### src/pbridge_consts.svh
// constants for the peripheral bus decode bridge
`ifndef PBRIDGE_CONSTS_SVH
`define PBRIDGE_CONSTS_SVH
`define SER_BASE          32'h8000_0000
`define PIN_CTRL_BASE     32'h9006_0000
`define DISP_BASE         32'hb010_0000
`define REGION_MASK       32'hffff_0000
`define SER_FIELD_MASK    32'hfff8_0000
`define IRQ_DISP_BIT      5'h0c
`define IRQ_FIRST_SER     5'h0d
`define BURST_4_WORDS     4'h4
`define BURST_8_BYTES     4'h8
`define BURST_4_BYTES     4'h4
`define TIMEOUT_CYCLES    8'hff
`endif

### src/pbridge_pkg.sv
// types for the peripheral bus decode bridge
package pbridge_pkg;
    typedef enum logic [1:0] {
        width_8,
        width_16,
        width_32
    } reg_width_t;

    typedef struct packed {
        logic        valid;
        logic        write;
        logic [31:0] addr;
        logic [31:0] wdata;
    } sys_req_t;

    typedef struct packed {
        logic        ready;
        logic        error;
        logic [31:0] rdata;
    } sys_rsp_t;

    typedef enum logic [2:0] {
        st_idle,
        st_strobe,
        st_release,
        st_done
    } hs_state_t;
endpackage

### src/unit_decode.sv
// address decode of one word access onto the peripheral units
`timescale 1ns/1ps
`default_nettype none
`include "pbridge_consts.svh"
module unit_decode
    import pbridge_pkg::*;
(
    input  wire logic [31:0] i_addr,
    output logic      [8:0]  o_sel,
    output reg_width_t       o_width,
    output logic      [3:0]  o_burst,
    output logic             o_dma_ok,
    output logic             o_hit
);
    logic [2:0] eng;
    assign eng = i_addr[18:16];

    always_comb begin
        o_sel    = 9'h000;
        o_width  = width_8;
        o_burst  = 4'h0;
        o_dma_ok = 1'b0;
        o_hit    = 1'b0;
        if ((i_addr & `SER_FIELD_MASK) == `SER_BASE) begin
            o_sel[eng] = 1'b1;
            o_hit      = 1'b1;
            o_dma_ok   = 1'b1;
            if (eng == 3'h6 || eng == 3'h7) begin
                o_width = width_16;
            end else begin
                o_width = width_8;
            end
            if (eng == 3'h0 || eng == 3'h4 || eng == 3'h6 || eng == 3'h7) begin
                o_burst = `BURST_8_BYTES;
            end else begin
                o_burst = `BURST_4_BYTES;
            end
        end else if ((i_addr & `REGION_MASK) == `PIN_CTRL_BASE) begin
            o_sel[8] = 1'b1;
            o_hit    = 1'b1;
            o_width  = width_32;
            o_dma_ok = 1'b0;
        end
    end
endmodule
`default_nettype wire

### src/peripheral_bus_decode_bridge.sv
// bridge from the synchronous system bus to the handshake peripheral bus
// Functional notes
// - bridge system bus to peripheral bus, decode
// - peripheral side uses request/acknowledge handshake
// - word accesses only, no byte lanes
// - register widths 8, 16 or 32 bits
// - narrow registers sit in low bits
// - fixed DMA burst length per engine
// - each unit owns one 64 KB region
// - engines at 8000_0000 up, pins, display
// - engines have separate selects; irqs separate except engines 3 and 4 share bit 16
// - ports 1, 2, 4 hold two engines
// - pin controller never requests DMA
// - 32-bit pending shows unmasked unit interrupts
// - pending bits 12 to 19 per unit
// - paired engines have separate interrupt bits, except engines 3 and 4 sharing bit 16
// - display sits on system bus, own DMA
`timescale 1ns/1ps
`default_nettype none
`include "pbridge_consts.svh"
module peripheral_bus_decode_bridge
    import pbridge_pkg::*;
(
    input  wire logic        i_core_clk,
    input  wire logic        i_rstn,
    input  wire sys_req_t    i_cpu_req,
    output sys_rsp_t         o_cpu_rsp,
    input  wire sys_req_t    i_dma_req,
    output sys_rsp_t         o_dma_rsp,
    output logic [3:0]       o_dma_burst,
    output logic [8:0]       o_per_sel,
    output logic             o_per_write,
    output logic [15:0]      o_per_offset,
    output logic [31:0]      o_per_wdata,
    output logic             o_per_strobe,
    input  wire logic        i_per_ack,
    input  wire logic [31:0] i_per_rdata,
    input  wire logic [7:0]  i_unit_irq,
    input  wire logic        i_disp_irq,
    input  wire logic [31:0] i_irq_mask,
    output logic [31:0]      o_irq_pending
);
    // two-flop synchroniser for the asynchronous acknowledge
    logic ack_meta_ff;
    logic ack_sync_ff;
    always_ff @(posedge i_core_clk or negedge i_rstn) begin
        if (!i_rstn) begin
            ack_meta_ff <= 1'b0;
            ack_sync_ff <= 1'b0;
        end else begin
            ack_meta_ff <= i_per_ack;
            ack_sync_ff <= ack_meta_ff;
        end
    end

    // source synchronise the pending inputs too
    logic [8:0] irq_meta_ff;
    logic [8:0] irq_sync_ff;
    always_ff @(posedge i_core_clk or negedge i_rstn) begin
        if (!i_rstn) begin
            irq_meta_ff <= 9'h000;
            irq_sync_ff <= 9'h000;
        end else begin
            irq_meta_ff <= {i_unit_irq, i_disp_irq};
            irq_sync_ff <= irq_meta_ff;
        end
    end

    // one bit per engine except engines 3 and 4 sharing bit 16, engines 1/2 and 6/7 kept apart
    function automatic logic [31:0] map_pending(input logic [8:0] src);
        logic [31:0] v;
        v = 32'h0000_0000;
        v[`IRQ_DISP_BIT] = src[0];
        v[13] = src[1];
        v[14] = src[3];
        v[15] = src[2];
        v[16] = src[4] | src[5];
        v[17] = src[6];
        v[18] = src[7];
        v[19] = src[8];
        return v;
    endfunction

    always_ff @(posedge i_core_clk or negedge i_rstn) begin
        if (!i_rstn) begin
            o_irq_pending <= 32'h0000_0000;
        end else begin
            o_irq_pending <= map_pending(irq_sync_ff) & ~i_irq_mask;
        end
    end

    // narrow registers right justified, upper bits forced to zero
    function automatic logic [31:0] justify(input logic [31:0] d, input reg_width_t w);
        logic [31:0] r;
        r = d;
        if (w == width_8) begin
            r = {24'h00_0000, d[7:0]};
        end else if (w == width_16) begin
            r = {16'h0000, d[15:0]};
        end
        return r;
    endfunction

    // arbitration: cpu first, dma next
    hs_state_t   state_ff;
    logic        owner_dma_ff;
    sys_req_t    cur_ff;
    sys_req_t    pick;
    logic        pick_dma;
    logic [8:0]  dec_sel;
    reg_width_t  dec_width;
    reg_width_t  width_ff;
    logic [3:0]  dec_burst;
    logic        dec_dma_ok;
    logic        dec_hit;
    // cycles spent waiting for the acknowledge
    logic [7:0]  wait_ff;

    // dma only wins while the cpu is quiet
    always_comb begin
        pick_dma = !i_cpu_req.valid && i_dma_req.valid;
        pick     = pick_dma ? i_dma_req : i_cpu_req;
    end

    unit_decode u_decode (
        .i_addr   (pick.addr),
        .o_sel    (dec_sel),
        .o_width  (dec_width),
        .o_burst  (dec_burst),
        .o_dma_ok (dec_dma_ok),
        .o_hit    (dec_hit)
    );

    logic refuse;
    // display region and unmapped addresses never reach peripheral bus
    assign refuse = !dec_hit || (pick_dma && !dec_dma_ok);

    always_ff @(posedge i_core_clk or negedge i_rstn) begin
        if (!i_rstn) begin
            state_ff     <= st_idle;
            owner_dma_ff <= 1'b0;
            cur_ff       <= '0;
            width_ff     <= width_8;
            o_per_sel    <= 9'h000;
            o_per_write  <= 1'b0;
            o_per_offset <= 16'h0000;
            o_per_wdata  <= 32'h0000_0000;
            o_per_strobe <= 1'b0;
            o_dma_burst  <= 4'h0;
            o_cpu_rsp    <= '0;
            o_dma_rsp    <= '0;
            wait_ff      <= 8'h00;
        end else begin
            o_cpu_rsp.ready <= 1'b0;
            o_dma_rsp.ready <= 1'b0;
            case (state_ff)
                st_idle: begin
                    if (pick.valid && refuse) begin
                        if (pick_dma) begin
                            o_dma_rsp <= '{ready: 1'b1, error: 1'b1, rdata: 32'h0000_0000};
                        end else begin
                            o_cpu_rsp <= '{ready: 1'b1, error: 1'b1, rdata: 32'h0000_0000};
                        end
                        state_ff <= st_done;
                    end else if (pick.valid && !ack_sync_ff) begin
                        owner_dma_ff <= pick_dma;
                        cur_ff       <= pick;
                        width_ff     <= dec_width;
                        o_per_sel    <= dec_sel;
                        o_per_write  <= pick.write;
                        o_per_offset <= pick.addr[15:0];
                        // write data justified to the register width, upper bits zero, no byte lanes
                        o_per_wdata  <= justify(pick.wdata, dec_width);
                        o_dma_burst  <= pick_dma ? dec_burst : 4'h0;
                        o_per_strobe <= 1'b1;
                        wait_ff      <= 8'h00;
                        state_ff     <= st_strobe;
                    end
                end
                st_strobe: begin
                    wait_ff <= wait_ff + 8'h01;
                    if (ack_sync_ff || wait_ff == `TIMEOUT_CYCLES) begin
                        o_per_strobe <= 1'b0;
                        // writes and timed-out cycles answer with zero data
                        if (owner_dma_ff) begin
                            o_dma_rsp.rdata <= (cur_ff.write || !ack_sync_ff) ? 32'h0000_0000
                                                                              : justify(i_per_rdata, width_ff);
                            o_dma_rsp.error <= !ack_sync_ff;
                        end else begin
                            o_cpu_rsp.rdata <= (cur_ff.write || !ack_sync_ff) ? 32'h0000_0000
                                                                              : justify(i_per_rdata, width_ff);
                            o_cpu_rsp.error <= !ack_sync_ff;
                        end
                        state_ff <= st_release;
                    end
                end
                st_release: begin
                    // wait for acknowledge to drop before answering
                    if (!ack_sync_ff) begin
                        o_per_sel <= 9'h000;
                        if (owner_dma_ff) begin
                            o_dma_rsp.ready <= 1'b1;
                        end else begin
                            o_cpu_rsp.ready <= 1'b1;
                        end
                        state_ff <= st_done;
                    end
                end
                st_done: begin
                    // one idle cycle so the master can drop valid
                    state_ff <= st_idle;
                end
                default: begin
                    state_ff <= st_idle;
                end
            endcase
        end
    end
endmodule
`default_nettype wire

### config.mk
export PLATFORM = sky130hd
export DESIGN_NAME = peripheral_bus_decode_bridge
export DESIGN_NICKNAME = d
export VERILOG_FILES = /design/src/pbridge_pkg.sv /design/src/unit_decode.sv /design/src/peripheral_bus_decode_bridge.sv
export VERILOG_INCLUDE_DIRS = /design/src /design/src/src
export SDC_FILE = /design/constraint.sdc
export NUM_CORES = 1
export LEC_CHECK = 0
export BUFFER_PORTS_ARGS = -buffer_cell sky130_fd_sc_hd__buf_2
export CAP_MARGIN = 10
export CORE_MARGIN = 2
export CORE_UTILIZATION = 40
export DETAILED_ROUTE_END_ITERATION = 12
export GPL_ROUTABILITY_DRIVEN = 0
export MAX_ROUTING_LAYER = met4
export PLACE_DENSITY = 0.7
export SLEW_MARGIN = 20
export SYNTH_ARGS = -nofsm -noshare
export SYNTH_HDL_FRONTEND = slang
export SYNTH_HIERARCHICAL = 1
export SYNTH_SLANG_ARGS = --single-unit
### constraint.sdc
create_clock -name i_core_clk -period 2.8 [get_ports i_core_clk]
set_clock_uncertainty 0.15 [all_clocks]
set_input_delay 0.14 -clock i_core_clk [delete_from_list [all_inputs] [get_ports i_core_clk]]
set_output_delay 0.14 -clock i_core_clk [all_outputs]
set_load 0.02 [all_outputs]
== Yosys cells after proc, flatten, opt, wreduce, memory -nomap -nowiden ==
Cells that the tools add are included.
Storage, ports and cells
  register bits after elaboration: 197
  output and inout port bits: 163
  word-level logic and storage cells: 128
Operators by class
  $add $sub $neg: 1
  $lt $le $gt $ge: 2
  eq/ne operators: 20
  muxes and demuxes: 51
  bitwise gates (word level): 4
  reduce and logical (&&, ||, !) cells: 29
Operators by type and width (number)
  32-bit two-way mux: 5
  34-bit two-way mux: 4
  33-bit two-way mux: 4
  33-bit case mux with 2 select lines: 2
  66-bit two-way mux: 1
  20-bit by 32-bit AND with 32-bit output: 1
  32-bit inverter: 1
  9-bit two-way mux: 3
  8-bit two-way mux: 3
  2-bit inequality test (second input constant): 9
  9-bit case mux with 2 select lines: 1
  16-bit equality test (second input constant): 1
  8-bit case mux with 2 select lines: 1
  13-bit equality test (second input constant): 1
  1-bit two-way mux: 13
  3-bit two-way mux: 4
  4-bit two-way mux: 3
  5-bit AND reduction: 2
  3-bit equality test (second input constant): 3
  3-bit case mux with 3 select lines: 1
  3-bit AND reduction: 3
  8-bit by 1-bit adder with 8-bit output (second input constant): 1
  8-bit equality test (second input constant): 1
  4-bit AND reduction: 2
  17 further kinds: 37

== Longest topological paths before layout ==
  word-level depth: 11
  depth in mapped cells: 13
  gate-level depth less buffers: 9

== Hierarchy ==
Netlist, hierarchy kept.
Modules (own cells, without submodules)
  peripheral_bus_decode_bridge: times used 1, cells an instance 635, area each 7886.3 µm², sequential area each 4304.1 µm²
  unit_decode: times used 1, cells an instance 32, area each 249.0 µm², sequential area each 0.0 µm²

== Worst setup path after synthesis ==
No wires, ideal clock.
  path kind: input to register
  start: input i_dma_req[65] in the netlist's numbering
  end: register o_per_wdata[16]
  library setup time: 0.121 ns
  arrival time: 2.963 ns
  setup slack: -0.434 ns
  cell stages on the path: 12
  buffers on the path: 4
  path through: nor2b_1 buf_2 buf_1 mux2_2 nor4b_4 nand3_4 a21oi_1 nand2b_1 or3_1 clkbuf_1 clkbuf_1 a22o_1
RTL lines
  from (decl): RTL line peripheral_bus_decode_bridge.sv:28  | input wire sys_req_t i_dma_req,
  to (signal assigned): RTL line peripheral_bus_decode_bridge.sv:173  | o_per_wdata <= justify(pick.wdata, dec_width);
  to (decl): RTL line peripheral_bus_decode_bridge.sv:34  | output logic [31:0] o_per_wdata,

==> results_dict.tcl <==
set metrics [dict create \
    num-nets-final 1370 \
    slew_viol_final 0 \
    p_leak_nw 6.620 \
    max_stage_delay_ps 460 \
    p_per_area_nw_per_um2 631.9 \
    relSlewSlack_pct 46.16 \
    via_count 7050 \
    wl_per_cell_microns 16.83 \
    grt_max_degree 81 \
    syn_to_final_growth_pct 51.78 \
    fin_util_pct 61.42 \
    grt.total_usage_pct 23.05 \
    rsz0062_at_grt "false" \
    num_io_pins 371 \
    r2r_setup_slack_ps 320 \
    critPathLaunch "i_cpu_req[65]" \
    path_max_fanout 80 \
    fmax_ghz 0.3885 \
    hp-class "in -> reg" \
    wl_mm 24.23 \
    startpoint_type "input pin" \
    slowest_stage "or3_2" \
    dp_hpwl_mm 15.61 \
    final.period_utilization_pct 91.93 \
    grt.overflow.total 0 \
    clk_path_buf_depth 2 \
    dieArea_sq_um 21490 \
    coreArea_sq_um 20100 \
    n_antenna_cell 0 \
    drive_above_1_share_pct 43.93 \
    r2r_end "o_cpu_rsp[23]" \
    fillCellCount 1497 \
    fin_tns_setup_ps 0 \
    worstSetupPathType "in -> reg" \
    critPathArrivalTime_ps 2770 \
    reg2reg_depth 7 \
    crit_chain "buf_2, nor2b_4, buf_12, mux2_2, nor4b_4, nand3_4, a21oi_4, nand2b_1, or3_2, buf_12, nor2_1, a22o_1" \
    status "finished, final reports clean" \
    die_w_microns 146.6 \
    grt_pass1_vias 7276 \
    end_kind "flop" \
    antenna_found_initial 0 \
    ys_seq_area_share_pct 52.91 \
    clock-sinks 172 \
    fin_ws_ps 225.9 \
    htreeDepth 4 \
    yosys_most_used_dff "dfrtp_1" \
    cts_root_buffer "clkbuf_16" \
    yosysUniqueCellTypes 52 \
    multi_input_area_sq_um 3558 \
    regArea_sq_um 4304 \
    fp.dieH_microns 146.6 \
    yosysWarnings 6 \
    worst_slew_pin_slew_ps 807.6 \
    synth-edff-count 0 \
    cts_tree "done" \
    drc 0 \
    min_period_ps 2574 \
    rows 52 \
    cts_buffers 17 \
    start_util_pct 40.47 \
    crit_required_ps 3000 \
    whs_ps 51.59 \
    viasPerCell 4.896 \
    cap_viol_max_count 0 \
    cp_common_cell "buf_12" \
    clk_pin_slew_ps 70 \
    crit_path_end "o_per_wdata[24]" \
    syn_area_sq_um 8135 \
    dp_worst_setup_slack_ps -205.7 \
    ys_ff_latch 172 \
    ir_drop_v 0.0003771 \
    grt_pass1_wl_mm 37.98 \
    hold_viol 0 \
    port_buffers 322 \
    finalSetupViolCount 0 \
    syn_inst 667 \
    avgSynthCellArea_sq_um 12.20 \
    clk_latency_ps 420 \
    async_flop_share_pct 100.0 \
    drt-initial-drc-count 310 \
    ant_nets 0 \
    dr.pass1.iters 5 \
    rr_startpoint "state_ff[1]" \
]
sequential cells by signal (all words and copies together) (netlist names), 4 cells and up:
| signal | count |
|---|---|
| wait_ff | 8 |
| o_irq_pending | 8 |
| irq_sync_ff | 9 |
| irq_meta_ff | 9 |
| o_dma_burst | 4 |
| o_cpu_rsp | 34 |
| o_per_offset | 16 |
| o_per_wdata | 32 |
| o_per_sel | 9 |
| o_dma_rsp | 34 |
area by class of cell:
class,instances,share of cell area [%]
inverters,6,0.1824
clock inverters,15,1.702
well taps,270,2.736
clock buffers,17,3.445
flip-flops and latches,172,34.86
multi-input cells,450,28.82
repair buffers,510,28.26
cells in the mapped netlist (3+ instances only):
library cell | number | area [sq um]
a21oi_1 | 6 | 30.03
a22o_1 | 26 | 227.7
and2_1 | 16 | 100.1
and3_1 | 19 | 118.9
buf_1 | 7 | 26.28
buf_2 | 4 | 20.02
buf_4 | 27 | 202.7
buf_6 | 6 | 67.56
clkbuf_1 | 19 | 71.32
dfrtp_1 | 172 | 4304
ha_1 | 5 | 62.56
inv_1 | 6 | 22.52
mux2_2 | 39 | 439.2
mux2_4 | 60 | 900.9
mux2i_1 | 34 | 340.3
nand2_1 | 90 | 337.8
nand2b_1 | 5 | 31.28
nand3_1 | 7 | 35.03
nor2_1 | 25 | 93.84
nor2b_1 | 10 | 62.56
nor3_1 | 6 | 30.03
nor4_2 | 3 | 37.54
o21a_1 | 4 | 30.03
o21ai_0 | 31 | 155.2
or3_1 | 3 | 18.77
worst max-delay path: cells and delay by family:
kind                   cells  cell delay [ps]
buffers and inverters      3              510
AND/OR/NAND/NOR            6             1360
AO/OA/AOI/OAI              2              340
multiplexers               1              370
layout by cell type, fill, tap and decap left out, types with 6 or more instances in the layout:
master,instances
and2_1,16
buf_4,32
buf_12,7
clkbuf_16,17
dfrtp_1,172
conb_1,26
nand2_1,90
nor2b_1,9
nand3_1,7
mux2_2,36
buf_2,321
mux2i_1,34
nor2_1,25
inv_1,6
and3_1,19
a22o_1,26
o21ai_0,31
dlygate4sd3_1,149
mux2_4,63
per-stage QoR:
stage / power, mW / cells / instance area, sq um
final: 7.803 / 1440 / 12350
after global routing: 8.168 / 1440 / 12350
after CTS: 7.865 / 1440 / 12350
after detailed placement: 5.178 / 1259 / 10220
after global placement: 5.154 / 1259 / 10220
after floorplan: 4.440 / 691 / 8302
logic make-up after synthesis:
| kind of cell | share of synthesized area (%) |
|---|---|
| other cells | 0.09231 |
| mux | 20.66 |
| compound gates | 7.444 |
| flops | 52.91 |
| buf+inv | 5.045 |
| fa+ha+maj | 0.7690 |
| simple gates | 13.09 |
where the power goes:
group	switching (mW)	total [mW]	internal (mW)
Sequential	0.106	2.76	2.66
Combinational	1.31	2.57	1.26
Clock	1.16	2.47	1.31
how the worst min path moves through the flow:
stage | startpoint | endpoint | slack [ps] | depth (start not counted)
6_report | i_cpu_req[65] | owner_dma_ff | 50 | 5
5_1_grt | i_cpu_req[65] | owner_dma_ff | 50 | 5
4_1_cts | i_cpu_req[65] | owner_dma_ff | 40 | 5
3_5_place_dp | i_rstn | o_irq_pending[19] | 9 | 1
3_3_place_gp | i_rstn | o_irq_pending[19] | 10 | 1
2_1_floorplan | i_rstn | ack_meta_ff | -310 | 0
metal layers:
metal  track usage, %  routed length (microns)
met2            38.43                    12070
met1            28.34                    10150
met3            4.500                     1508
met4            7.379                      501
met5                -                        0
what timing repair did:
item / 4_1_cts / 5_1_grt
buffers inserted: 0 / 0
resized for setup: 0 / 0
hold buffers: 149 / 0
endpoints found under the hold margin: 207 / 0
(Power assumes the default switching activity.)
